**config.mk**
```make
export PLATFORM = sky130hd
export DESIGN_NAME = mcer_channel
export DESIGN_NICKNAME = d
export VERILOG_FILES = /design/src/hdl/mcer_pkg.sv /design/src/hdl/mcer_channel.sv /design/src/hdl/mcer_ecc_log.sv
export SDC_FILE = /design/constraint.sdc
export NUM_CORES = 2
export LEC_CHECK = 0
export BUFFER_PORTS_ARGS = -buffer_cell sky130_fd_sc_hd__clkbuf_2
export CELL_PAD_IN_SITES_DETAIL_PLACEMENT = 0
export CELL_PAD_IN_SITES_GLOBAL_PLACEMENT = 1
export CORE_AREA = 2 2 339 341
export CTS_BUF_LIST = sky130_fd_sc_hd__clkbuf_4
export DETAILED_ROUTE_END_ITERATION = 7
export DIE_AREA = 0 0 341 343
export PLACE_DENSITY = 0.69
export SYNTH_ARGS = -nofsm -noshare
export SYNTH_HDL_FRONTEND = slang
export SYNTH_HIERARCHICAL = 1
export SYNTH_SLANG_ARGS = --single-unit
```
**constraint.sdc**
```tcl
create_clock -name clk_sys_i -period 13.55 [get_ports clk_sys_i]
set_input_delay 1.355 -clock clk_sys_i [delete_from_list [all_inputs] [get_ports clk_sys_i]]
set_output_delay 1.355 -clock clk_sys_i [all_outputs]
set_load 0.01 [all_outputs]
```
**src/hdl/mcer_pkg.sv**
```systemverilog
package mcer_pkg;
	// ----------------------------------------
	// Timing
	// ----------------------------------------
	localparam int unsigned CLK_MHZ      = 50;
	localparam int unsigned RTT_NS       = 400;
	localparam int unsigned RTT_CYC      = (RTT_NS * CLK_MHZ + 999) / 1000;
	localparam int unsigned FRST_NS      = 2000;
	localparam int unsigned FRST_CYC     = (FRST_NS * CLK_MHZ + 999) / 1000;
	localparam logic [7:0]  RTT_CNT      = 8'(RTT_CYC);
	localparam logic [7:0]  FRST_CNT     = 8'(FRST_CYC);
	// ----------------------------------------
	// Access geometry
	// ----------------------------------------
	localparam int unsigned ACCESS_BYTES = 64;
	localparam int unsigned BURST_BYTES  = 32;
	localparam int unsigned BURST_XFERS  = 4;
	localparam logic [2:0]  BUSY_CNT     = 3'(ACCESS_BYTES / BURST_BYTES * BURST_XFERS / 2);
	localparam logic [6:0]  ACCESS_SZ    = 7'(ACCESS_BYTES);
	localparam logic [2:0]  BURST_LEN    = 3'(BURST_XFERS);
	localparam logic [3:0]  RPLY_DEPTH   = 4'h8;
	localparam int unsigned NUM_RANKS    = 8;
	// ----------------------------------------
	// ECC layout
	// ----------------------------------------
	localparam int unsigned DS_NUM       = 32;
	localparam int unsigned CS_NUM       = 4;
	localparam int unsigned SYM_NUM      = DS_NUM + CS_NUM;
	localparam int unsigned PAIR_NUM     = SYM_NUM / 2;
	localparam int unsigned PAIR_EVEN    = PAIR_NUM / 2;
	localparam int unsigned SC_CW_BYTES  = 9;
	localparam int unsigned SC_CW_LINE   = 8;
	localparam logic [1:0]  CHIDX_BR0    = 2'h0;
	localparam logic [1:0]  CHIDX_BR1    = 2'h2;
	localparam logic [31:0] ALL_ONES     = 32'hFFFF_FFFF;
	// ----------------------------------------
	// Registers
	// ----------------------------------------
	localparam logic [7:0]  REG_CTRL     = 8'h00;
	localparam logic [7:0]  REG_STATUS   = 8'h04;
	localparam logic [7:0]  REG_FERR     = 8'h08;
	localparam logic [7:0]  REG_RECA     = 8'h0C;
	localparam logic [7:0]  REG_RECB     = 8'h10;
	localparam logic [7:0]  REG_NRECA    = 8'h14;
	localparam int unsigned CTRL_CFGDONE = 0;
	localparam int unsigned CTRL_SINGLE  = 1;
	localparam int unsigned CTRL_TREF    = 16;
	localparam int unsigned FERR_VALID   = 2;
	localparam logic [15:0] TREF_RST     = 16'h0186;
	// ----------------------------------------
	// Types
	// ----------------------------------------
	typedef enum logic [2:0] {KIND_RD, KIND_WR, KIND_CFG_RD, KIND_CFG_WR, KIND_REF} mcer_kind_e;
	typedef enum logic [1:0] {ST_RUN, ST_FRST, ST_REPLAY, ST_FATAL} mcer_state_e;
	typedef struct packed {
		mcer_kind_e  kind;
		logic [3:0]  tag;
		logic [2:0]  rank;
		logic [31:0] addr;
	} mcer_req_s;
	typedef struct packed {
		mcer_kind_e  kind;
		logic [3:0]  tag;
		logic [2:0]  rank;
		logic [31:0] addr;
		logic        crit_upper;
		logic        posted_cas;
		logic [2:0]  burst_len;
		logic [6:0]  bytes;
	} mcer_cmd_s;
	typedef struct packed {
		logic        valid;
		logic        crc_ok;
		logic        alert;
		logic        is_ack;
		logic        ack_ok;
		logic [31:0] data;
	} mcer_nb_s;
	typedef struct packed {
		logic [3:0]  tag;
		logic        abort;
		logic [31:0] data;
	} mcer_cpl_s;
	typedef struct packed {
		logic        valid;
		logic        branch;
		logic [2:0]  rank;
		logic [35:0] sym_mask;
	} mcer_ecc_evt_s;
endpackage

```
**src/hdl/mcer_channel.sv**
```systemverilog
// Functional notes
// - No memory command until software marks DRAM configuration done.
// - Transaction succeeds when no alert returns within one round trip.
// - Bad CRC or bad write ack: fast reset, then retry outstanding commands.
// - Second consecutive failure of the same transaction is fatal.
// - Failed configuration read aborts with all ones, never retried.
// - Channel index logs branch: 0 for branch 0, 2 for branch 1.
// - Locator bits 8:0 mean even channel, 17:9 odd channel.
// - Uncorrectable errors log failing rank in nonrecoverable log.
// - Dual-channel code: 32 data symbols plus 4 check symbols, systematic.
// - Errors within one adjacent symbol pair are correctable, except odd-channel pairs 17:9 in single-channel mode.
// - Address bit 4 selects which nibble of each symbol moves first.
// - Single channel: nine-byte code words, eight per cache line.
// - Refreshes rotate over eight ranks, each within eight intervals.
// - Every memory access is 64 bytes.
// - Burst length 4, interleaved, 32 bytes per burst.
// - Column commands use posted-CAS timing.
// - Never two ranks driving data at once.
// - Write bursts are never cut short for reads.
// - Precharge never terminates a burst early.
//
// The strobed register port and the address map were chosen for this implementation.
`timescale 1ns/1ps
module mcer_channel (
	input  wire logic                    clk_sys_i,
	input  wire logic                    srst_i,
	input  wire logic [7:0]              reg_addr_i,
	input  wire logic [31:0]             reg_wdata_i,
	input  wire logic                    reg_we_i,
	input  wire logic                    reg_re_i,
	output logic      [31:0]             reg_rdata_o,
	input  wire logic                    req_valid_i,
	input  wire mcer_pkg::mcer_req_s     req_i,
	output logic                         req_ready_o,
	output logic                         cmd_valid_o,
	output mcer_pkg::mcer_cmd_s          cmd_o,
	input  wire mcer_pkg::mcer_nb_s      nb_i,
	input  wire mcer_pkg::mcer_ecc_evt_s ecc_evt_i,
	input  wire logic [143:0]            xfer0_i,
	input  wire logic [143:0]            xfer1_i,
	input  wire logic                    xfer_upper_i,
	output logic      [255:0]            data_symbols_o,
	output logic      [31:0]             check_symbols_o,
	output logic                         cpl_valid_o,
	output mcer_pkg::mcer_cpl_s          cpl_o,
	output logic                         fast_reset_o,
	output logic                         fatal_o
);
	import mcer_pkg::*;

	// ----------------------------------------
	// Register port
	// ----------------------------------------
	logic [31:0] ctrl_d, ctrl_q;
	logic [31:0] rdata_d, rdata_q;
	logic        ferr_clr;
	logic        ferr_valid;
	logic [1:0]  chan_idx;
	logic [2:0]  rec_rank;
	logic [17:0] rec_loc;
	logic [2:0]  nrec_rank;
	logic        cfg_done;
	mcer_state_e state_d, state_q;
	logic [3:0]  cnt_d, cnt_q;

	assign cfg_done = ctrl_q[CTRL_CFGDONE];

	always_comb begin
		ctrl_d   = ctrl_q;
		rdata_d  = '0;
		ferr_clr = reg_we_i && reg_addr_i == REG_FERR && reg_wdata_i[FERR_VALID];
		if (reg_we_i && reg_addr_i == REG_CTRL) begin
			ctrl_d = reg_wdata_i;
		end
		if (reg_re_i) begin
			unique case (reg_addr_i)
				REG_CTRL:   rdata_d = ctrl_q;
				REG_STATUS: rdata_d = {24'h00_0000, cnt_q, fatal_o, 1'b0, state_q};
				REG_FERR:   rdata_d = {29'h0, ferr_valid, chan_idx};
				REG_RECA:   rdata_d = {29'h0, rec_rank};
				REG_RECB:   rdata_d = {14'h0, rec_loc};
				REG_NRECA:  rdata_d = {29'h0, nrec_rank};
				default:    rdata_d = '0;
			endcase
		end
	end

	always_ff @(posedge clk_sys_i) begin
		if (srst_i) begin
			ctrl_q  <= {TREF_RST, 16'h0000};
			rdata_q <= '0;
		end else begin
			ctrl_q  <= ctrl_d;
			rdata_q <= rdata_d;
		end
	end
	assign reg_rdata_o = rdata_q;

	// ----------------------------------------
	// ECC layout and logs
	// ----------------------------------------
	mcer_ecc_log u_ecc (
		.clk_sys_i       (clk_sys_i),
		.srst_i          (srst_i),
		.evt_i           (ecc_evt_i),
		.single_i        (ctrl_q[CTRL_SINGLE]),
		.ferr_clr_i      (ferr_clr),
		.xfer0_i         (xfer0_i),
		.xfer1_i         (xfer1_i),
		.crit_upper_i    (xfer_upper_i),
		.data_symbols_o  (data_symbols_o),
		.check_symbols_o (check_symbols_o),
		.ferr_valid_o    (ferr_valid),
		.chan_idx_o      (chan_idx),
		.rec_rank_o      (rec_rank),
		.rec_loc_o       (rec_loc),
		.nrec_rank_o     (nrec_rank)
	);

	// ----------------------------------------
	// Sequencer
	// ----------------------------------------
	mcer_cmd_s   rb_d [RPLY_DEPTH];
	mcer_cmd_s   rb_q [RPLY_DEPTH];
	logic [7:0]  stamp_d [RPLY_DEPTH];
	logic [7:0]  stamp_q [RPLY_DEPTH];
	logic [2:0]  head_d, head_q, tail_d, tail_q, rp_d, rp_q;
	logic [3:0]  left_d, left_q;
	logic [7:0]  now_d, now_q, frst_d, frst_q, age;
	logic [2:0]  busy_d, busy_q;
	logic [15:0] ref_cnt_d, ref_cnt_q;
	logic        ref_pend_d, ref_pend_q;
	logic [2:0]  ref_rank_d, ref_rank_q;
	logic        retried_d, retried_q;
	logic [31:0] hdata_d, hdata_q;
	logic        cmd_valid_d;
	mcer_cmd_s   cmd_d, head;
	logic        cpl_valid_d;
	mcer_cpl_s   cpl_d;
	logic        fail, push, pop, retire;

	function automatic mcer_cmd_s mk_cmd(input mcer_req_s r);
		mcer_cmd_s c;
		c.kind       = r.kind;
		c.tag        = r.tag;
		c.rank       = r.rank;
		c.addr       = r.addr;
		c.crit_upper = r.addr[4];
		c.posted_cas = 1'b1;
		c.burst_len  = BURST_LEN;
		c.bytes      = ACCESS_SZ;
		return c;
	endfunction

	function automatic logic is_col(input mcer_kind_e k);
		return k == KIND_RD || k == KIND_WR;
	endfunction

	always_comb begin
		head   = rb_q[head_q];
		age    = now_q - stamp_q[head_q];
		fail   = nb_i.valid && (nb_i.alert || !nb_i.crc_ok || (nb_i.is_ack && !nb_i.ack_ok));
		retire = state_q == ST_RUN && cnt_q != '0 && !fail && age >= RTT_CNT;
		req_ready_o = state_q == ST_RUN && cfg_done && busy_q == '0 && !ref_pend_q
		              && !fail && cnt_q < RPLY_DEPTH;
		push        = req_valid_i && req_ready_o;
		pop         = retire;
		rb_d        = rb_q;
		stamp_d     = stamp_q;
		state_d     = state_q;
		head_d      = head_q;
		tail_d      = tail_q;
		rp_d        = rp_q;
		left_d      = left_q;
		frst_d      = frst_q;
		now_d       = now_q + 8'h01;
		busy_d      = (busy_q != '0) ? busy_q - 3'h1 : busy_q;
		ref_cnt_d   = ref_cnt_q;
		ref_pend_d  = ref_pend_q;
		ref_rank_d  = ref_rank_q;
		retried_d   = retried_q;
		hdata_d     = hdata_q;
		cmd_valid_d = 1'b0;
		cmd_d       = cmd_o;
		cpl_valid_d = 1'b0;
		cpl_d       = cpl_o;
		if (nb_i.valid && !fail && !nb_i.is_ack) begin
			hdata_d = nb_i.data;
		end
		if (state_q != ST_FRST) begin
			if (ref_cnt_q == '0) begin
				ref_cnt_d  = ctrl_q[CTRL_TREF +: 16];
				ref_pend_d = 1'b1;
			end else begin
				ref_cnt_d = ref_cnt_q - 16'h0001;
			end
		end
		if (fail && cnt_q != '0 && (state_q == ST_RUN || state_q == ST_REPLAY)) begin
			if (head.kind == KIND_CFG_RD) begin
				pop         = 1'b1;
				retried_d   = 1'b0;
				cpl_valid_d = 1'b1;
				cpl_d       = '{tag: head.tag, abort: 1'b1, data: ALL_ONES};
			end else if (retried_q) begin
				state_d = ST_FATAL;
			end else begin
				retried_d = 1'b1;
				state_d   = ST_FRST;
				frst_d    = FRST_CNT - 8'h01;
			end
		end
		if (retire) begin
			retried_d = 1'b0;
			if (head.kind == KIND_RD || head.kind == KIND_CFG_RD) begin
				cpl_valid_d = 1'b1;
				cpl_d       = '{tag: head.tag, abort: 1'b0, data: hdata_q};
			end
		end
		unique case (state_q)
			ST_RUN: begin
				if (cfg_done && busy_q == '0 && !fail && ref_pend_q) begin
					cmd_valid_d = 1'b1;
					cmd_d       = mk_cmd(mcer_req_s'{kind: KIND_REF, tag: 4'h0, rank: ref_rank_q, addr: 32'h0000_0000});
					ref_pend_d  = 1'b0;
					ref_rank_d  = ref_rank_q + 3'h1;
				end else if (push) begin
					cmd_valid_d     = 1'b1;
					cmd_d           = mk_cmd(req_i);
					rb_d[tail_q]    = mk_cmd(req_i);
					stamp_d[tail_q] = now_q;
					tail_d          = tail_q + 3'h1;
					if (is_col(req_i.kind)) begin
						busy_d = BUSY_CNT;
					end
				end
			end
			ST_FRST: begin
				if (frst_q == '0) begin
					state_d = ST_REPLAY;
					rp_d    = head_q;
					left_d  = cnt_q;
				end else begin
					frst_d = frst_q - 8'h01;
				end
			end
			ST_REPLAY: begin
				if (state_d == ST_REPLAY) begin
					if (left_q == '0) begin
						state_d = ST_RUN;
					end else if (busy_q == '0) begin
						cmd_valid_d   = 1'b1;
						cmd_d         = rb_q[rp_q];
						stamp_d[rp_q] = now_q;
						rp_d          = rp_q + 3'h1;
						left_d        = left_q - 4'h1;
						if (is_col(rb_q[rp_q].kind)) begin
							busy_d = BUSY_CNT;
						end
					end
				end
			end
			ST_FATAL: begin
				state_d = ST_FATAL;
			end
		endcase
		if (pop) begin
			head_d = head_q + 3'h1;
		end
		cnt_d = cnt_q + {3'h0, push} - {3'h0, pop};
	end

	always_ff @(posedge clk_sys_i) begin
		if (srst_i) begin
			for (int i = 0; i < RPLY_DEPTH; i++) begin
				rb_q[i]    <= '0;
				stamp_q[i] <= '0;
			end
			state_q     <= ST_RUN;
			head_q      <= '0;
			tail_q      <= '0;
			rp_q        <= '0;
			left_q      <= '0;
			cnt_q       <= '0;
			now_q       <= '0;
			frst_q      <= '0;
			busy_q      <= '0;
			ref_cnt_q   <= TREF_RST;
			ref_pend_q  <= 1'b0;
			ref_rank_q  <= '0;
			retried_q   <= 1'b0;
			hdata_q     <= '0;
			cmd_valid_o <= 1'b0;
			cmd_o       <= '0;
			cpl_valid_o <= 1'b0;
			cpl_o       <= '0;
		end else begin
			rb_q        <= rb_d;
			stamp_q     <= stamp_d;
			state_q     <= state_d;
			head_q      <= head_d;
			tail_q      <= tail_d;
			rp_q        <= rp_d;
			left_q      <= left_d;
			cnt_q       <= cnt_d;
			now_q       <= now_d;
			frst_q      <= frst_d;
			busy_q      <= busy_d;
			ref_cnt_q   <= ref_cnt_d;
			ref_pend_q  <= ref_pend_d;
			ref_rank_q  <= ref_rank_d;
			retried_q   <= retried_d;
			hdata_q     <= hdata_d;
			cmd_valid_o <= cmd_valid_d;
			cmd_o       <= cmd_d;
			cpl_valid_o <= cpl_valid_d;
			cpl_o       <= cpl_d;
		end
	end

	assign fast_reset_o = state_q == ST_FRST;
	assign fatal_o      = state_q == ST_FATAL;
endmodule // mcer_channel

```
**src/hdl/mcer_ecc_log.sv**
```systemverilog
`timescale 1ns/1ps
module mcer_ecc_log (
	input  wire logic                   clk_sys_i,
	input  wire logic                   srst_i,
	input  wire mcer_pkg::mcer_ecc_evt_s evt_i,
	input  wire logic                   single_i,
	input  wire logic                   ferr_clr_i,
	input  wire logic [143:0]           xfer0_i,
	input  wire logic [143:0]           xfer1_i,
	input  wire logic                   crit_upper_i,
	output logic      [255:0]           data_symbols_o,
	output logic      [31:0]            check_symbols_o,
	output logic                        ferr_valid_o,
	output logic      [1:0]             chan_idx_o,
	output logic      [2:0]             rec_rank_o,
	output logic      [17:0]            rec_loc_o,
	output logic      [2:0]             nrec_rank_o
);
	import mcer_pkg::*;

	function automatic logic [17:0] pair_of(input logic [35:0] m);
		logic [17:0] p;
		p = '0;
		for (int k = 0; k < PAIR_NUM; k++) begin
			p[k] = m[2*k] | m[2*k+1];
		end
		return p;
	endfunction

	// ----------------------------------------
	// Symbol assembly
	// ----------------------------------------
	logic [287:0] sym_d, sym_q;
	genvar s;
	generate
		for (s = 0; s < SYM_NUM; s++) begin : g_sym
			assign sym_d[8*s +: 8] = crit_upper_i ? {xfer0_i[4*s +: 4], xfer1_i[4*s +: 4]}
			                                      : {xfer1_i[4*s +: 4], xfer0_i[4*s +: 4]};
		end
	endgenerate
	assign data_symbols_o  = sym_q[8*DS_NUM-1:0];
	assign check_symbols_o = sym_q[287:8*DS_NUM];

	// ----------------------------------------
	// Error logs
	// ----------------------------------------
	logic [17:0] pairs;
	logic        corr;
	logic        fv_d, fv_q;
	logic [1:0]  ci_d, ci_q;
	logic [2:0]  rr_d, rr_q, nr_d, nr_q;
	logic [17:0] rl_d, rl_q;

	always_comb begin
		pairs = pair_of(evt_i.sym_mask);
		corr  = $onehot(pairs) && !(single_i && (pairs[17:9] != '0));
		fv_d  = fv_q;
		ci_d  = ci_q;
		rr_d  = rr_q;
		rl_d  = rl_q;
		nr_d  = nr_q;
		if (ferr_clr_i) begin
			fv_d = 1'b0;
		end
		if (evt_i.valid) begin
			if (corr) begin
				rr_d = evt_i.rank;
				rl_d = pairs;
			end else begin
				nr_d = evt_i.rank;
			end
			if (!fv_q || ferr_clr_i) begin
				fv_d = 1'b1;
				ci_d = evt_i.branch ? CHIDX_BR1 : CHIDX_BR0;
			end
		end
	end

	always_ff @(posedge clk_sys_i) begin
		if (srst_i) begin
			sym_q <= '0;
			fv_q  <= 1'b0;
			ci_q  <= '0;
			rr_q  <= '0;
			rl_q  <= '0;
			nr_q  <= '0;
		end else begin
			sym_q <= sym_d;
			fv_q  <= fv_d;
			ci_q  <= ci_d;
			rr_q  <= rr_d;
			rl_q  <= rl_d;
			nr_q  <= nr_d;
		end
	end

	assign ferr_valid_o = fv_q;
	assign chan_idx_o   = ci_q;
	assign rec_rank_o   = rr_q;
	assign rec_loc_o    = rl_q;
	assign nrec_rank_o  = nr_q;
endmodule // mcer_ecc_log

```
==> results by group <==
Status
  – Status: finished, final reports clean

Synth
  – Compound-Gate Fraction of Synth Area: 0.0752
  – Simple-gate area share of the yosys netlist: 0.136
  – Top-count cell post-synth: dfxtp_1
  – Sequential area share after synthesis: 0.479
  – Syn Area/Cell: 9.69 sq um
  – Synth area leader: dfxtp_1
  – Top post-synthesis cells by area: dfxtp_1 48%, mux2i_1 20%, nor2_1 8.3%, mux4_2 3.7%, a21oi_1 2.4%
  – Top post-synthesis cells by count: 959 x dfxtp_1, 887 x nor2_1, 809 x mux2i_1, 251 x nand2_1, 235 x clkbuf_1
  – Mapped Cells: 4135
  – Mapped Area: 40100 sq um
  – Synth Flop Type: dfxtp_1
  – Multiplexer share of the synthesized area: 0.246
  – Post-synth EDFFs: 0
  – Post-synthesis sequential element count: 959
  – Synth Area in Adders: 0.0173
  – Asr flop ratio synth: 0
  – Synth warn: 6
  – Largest family of logic cells by synthesized area: multiplexers
  – Synth Area in XOR/XNOR: 0.00393
  – Distinct cells, synth: 77
  – Synth top area share: 0.479

Die
  – Core area: 113000 sq um
  – Row count: 124
  – Die area: 117000 sq um
  – Starting Density: 0.353
  – # IOs: 870
  – Die Y: 343 microns
  – DIE WIDTH: 341 microns

STA
  – Final period utilization: 0.392
  – Layout Skew: 0.105 ns
  – Hold Fails Final Rpt: 0
  – Final slew viol count: 0
  – F_max: 188 MHz
  – Final setup vio count: 0
  – Period minus WS final: 5.32 ns
  – Relative slew slack: 0.173
  – Worst slew pin tran: 1.24 ns
  – Setup TNS: 0 ns
  – Unrepaired setup endpoints after global routing: no
  – Hold WS: 0.414 ns

Final layout
  – Syn-to-layout area delta: 21.8%
  – Nets@finish: 5480
  – Layout Cells excl Fill: 6731
  – Layout cells sized above 1: 0.286

Worst setup path
  – CP dominant cell by count: fa_1
  – Critical Path Start Type: input port
  – CP max stage delay: 0.66 ns
  – CP Max Fanout: 15
  – CP top delay family: adder cells
  – Reg2Reg Setup Slack: 8.53 ns
  – Reg-to-Reg Start: head_q[1]$_SDFFE_PP0P_
  – Critical path class: input port to register
  – R2R Path End: cnt_q[2]$_SDFF_PP0_
  – CP Capture Type: register
  – CP max stage cell: nor2_1
  – Required time of the worst setup path: 14.52 ns
  – Reg2Reg Depth: 19
  – WP data arrival: 6.28 ns
  – Worst-path cell chain: clkbuf_2 -> nor2_1 -> fa_1 -> fa_1 -> fa_1 -> inv_1 -> fa_1 -> ha_1 -> fa_1 -> nand4bb_1 -> nor2_1 -> nand3b_1 -> nor2_1 -> a211oi_1
  – Worst Path Buf+Inv: 2

CTS
  – H-tree lvl count: 5
  – CTS buffer count: 288
  – CTS tree: yes
  – CTS max path bufs: 4
  – Post-CTS sizing: 0
  – Hold-fix buffers at CTS: 0
  – Clk_lat worst skew: 1.17 ns
  – Sink Count: 959
  – Clock transition at path regs: 0.06 ns
  – Root buf cell: clkbuf_4
  – Setup Buffers After CTS: 0

Drt
  – Metal3 WL: 15800 microns
  – Vias post-DR: 34607
  – Drt via density: 5.14
  – Max Used Layer: met5
  – WL met1: 72000 microns
  – ANT nets after route: 0
  – Wire per inst: 26.0 microns
  – DRT iter0 DRCs: 2638
  – Detailed Routing Iterations Pass 1: 6
  – Drt total wl: 175000 microns
  – Drc violations: 0
  – WL met2: 79700 microns

Global route
  – Vias in the first global route: 33269
  – First-pass GRT wire length: 244000 microns
  – GRT Util Overall: 0.290
  – Pin count of the biggest net entering global routing: 210
  – Initial antenna violation count: 97
  – Grt ovf: 0

Hold path
  – WHS Path Cells: 2
  – Hold path endpoint: cpl_o[3]$_SDFF_PP0_
  – Kind of path behind the tightest hold check: register to register
  – Hold_sp: hdata_q[3]$_SDFFE_PP0P_

Flow run
  – Max Cap Viol: 0

Power and ir drop
  – PD cells: 140 nW/um^2
  – Peak VDD IR: 0.0862 mV
  – P_leak: 23.4 nW

Place
  – Post-Place Cells: 6201
  – RD Place Congestion: 1.04
  – IO buf count: 861
  – Detailed Place HPWL: 128000 microns
layout by cell type, fill, tap and decap left out, types with 7 or more instances in the layout:
cell type / n
a211oi_1: 58
a21oi_1: 191
a221oi_1: 14
a22o_1: 7
a22oi_1: 42
a31oi_1: 18
and2_1: 20
and3_1: 7
buf_4: 41
clkbuf_2: 859
clkbuf_4: 421
clkinv_1: 39
conb_1: 9
dfxtp_1: 955
diode_2: 58
fa_1: 14
ha_1: 33
inv_1: 50
inv_2: 8
mux2_2: 25
mux2i_1: 809
mux4_2: 65
nand2_1: 249
nand3_1: 23
nand4_1: 9
nor2_1: 883
nor2b_1: 11
nor3_1: 46
nor4_1: 9
o21ai_0: 69
o221ai_1: 14
o22ai_1: 10
or2_2: 13
xor2_1: 12
worst max-delay path by stage:
stage                     startpoint                         endpoint  slack (ns)  cells past startpoint
4_1_cts        state_q[1]$_SDFF_PP0_                     fast_reset_o        8.28                      4
3_3_place_gp           ecc_evt_i[19]  u_ecc/rec_loc_o[7]$_SDFFE_PP0P_        7.29                     14
5_1_grt                ecc_evt_i[19]  u_ecc/rec_loc_o[7]$_SDFFE_PP0P_        8.12                     14
2_1_floorplan          ecc_evt_i[21]  u_ecc/rec_loc_o[0]$_SDFFE_PP0P_        8.12                     15
6_report               ecc_evt_i[19]  u_ecc/rec_loc_o[7]$_SDFFE_PP0P_        8.23                     14
3_5_place_dp           ecc_evt_i[19]  u_ecc/rec_loc_o[5]$_SDFFE_PP0P_        7.21                     14
routing by layer:
metal,vias to the layer above,GRT usage
li1,16091,-
met2,1414,0.454
met5,-,0
met1,16760,0.362
met4,16,0.135
met3,326,0.0925
where the power goes:
group          switching [mW]  internal (mW)  leakage [nW]  total (mW)
Combinational           0.699          0.382          13.4        1.08
Sequential             0.0888           2.93          7.81        3.02
Clock                    1.26           1.48          2.09        2.75
state kept, by name (all words and copies together), names as in the netlist, 16 cells and up:
signal,cells
rb_q,344
u_ecc/sym_q,288
stamp_q,64
cmd_o,43
cpl_o,37
ctrl_q,32
hdata_q,32
reg_rdata_o,32
u_ecc/rec_loc_o,18
ref_cnt_q,16
area by class of cell:
cell class	instances	area [sq um]
fill	11441	64600
multi-input combinational	2772	19300
sequential	959	19200
timing repair buffer	904	4680
clock buffer	421	3160
tap	1512	1890
clock inverter	51	305
inverter	54	203
antenna	58	145
per-stage QoR:
step	utilization	total power, mW	setup WS, ns	area, sq um
3_3_place_gp	0.399	4.15	7.29	45200
6_report	0.431	6.84	8.23	48800
3_5_place_dp	0.399	4.16	7.21	45200
2_1_floorplan	-	3.72	8.12	40100
5_1_grt	0.430	7.18	8.12	48800
4_1_cts	0.429	6.93	8.28	48700
cells by family after synthesis:
family	Yosys count
AND/OR/NAND/NOR	1324
flip-flops	959
multiplexers	899
AO/OA/AOI/OAI	475
buffers and inverters	411
adder cells (fa/ha/maj)	47
XOR/XNOR	18
other	2
tightest hold or removal path: stages, from the launching register on:
cell and delay, ns:
dfxtp_1 0.31, nand2_1 0.05, mux2i_1 0.05
Note: power is estimated with default switching activity, not from simulation.
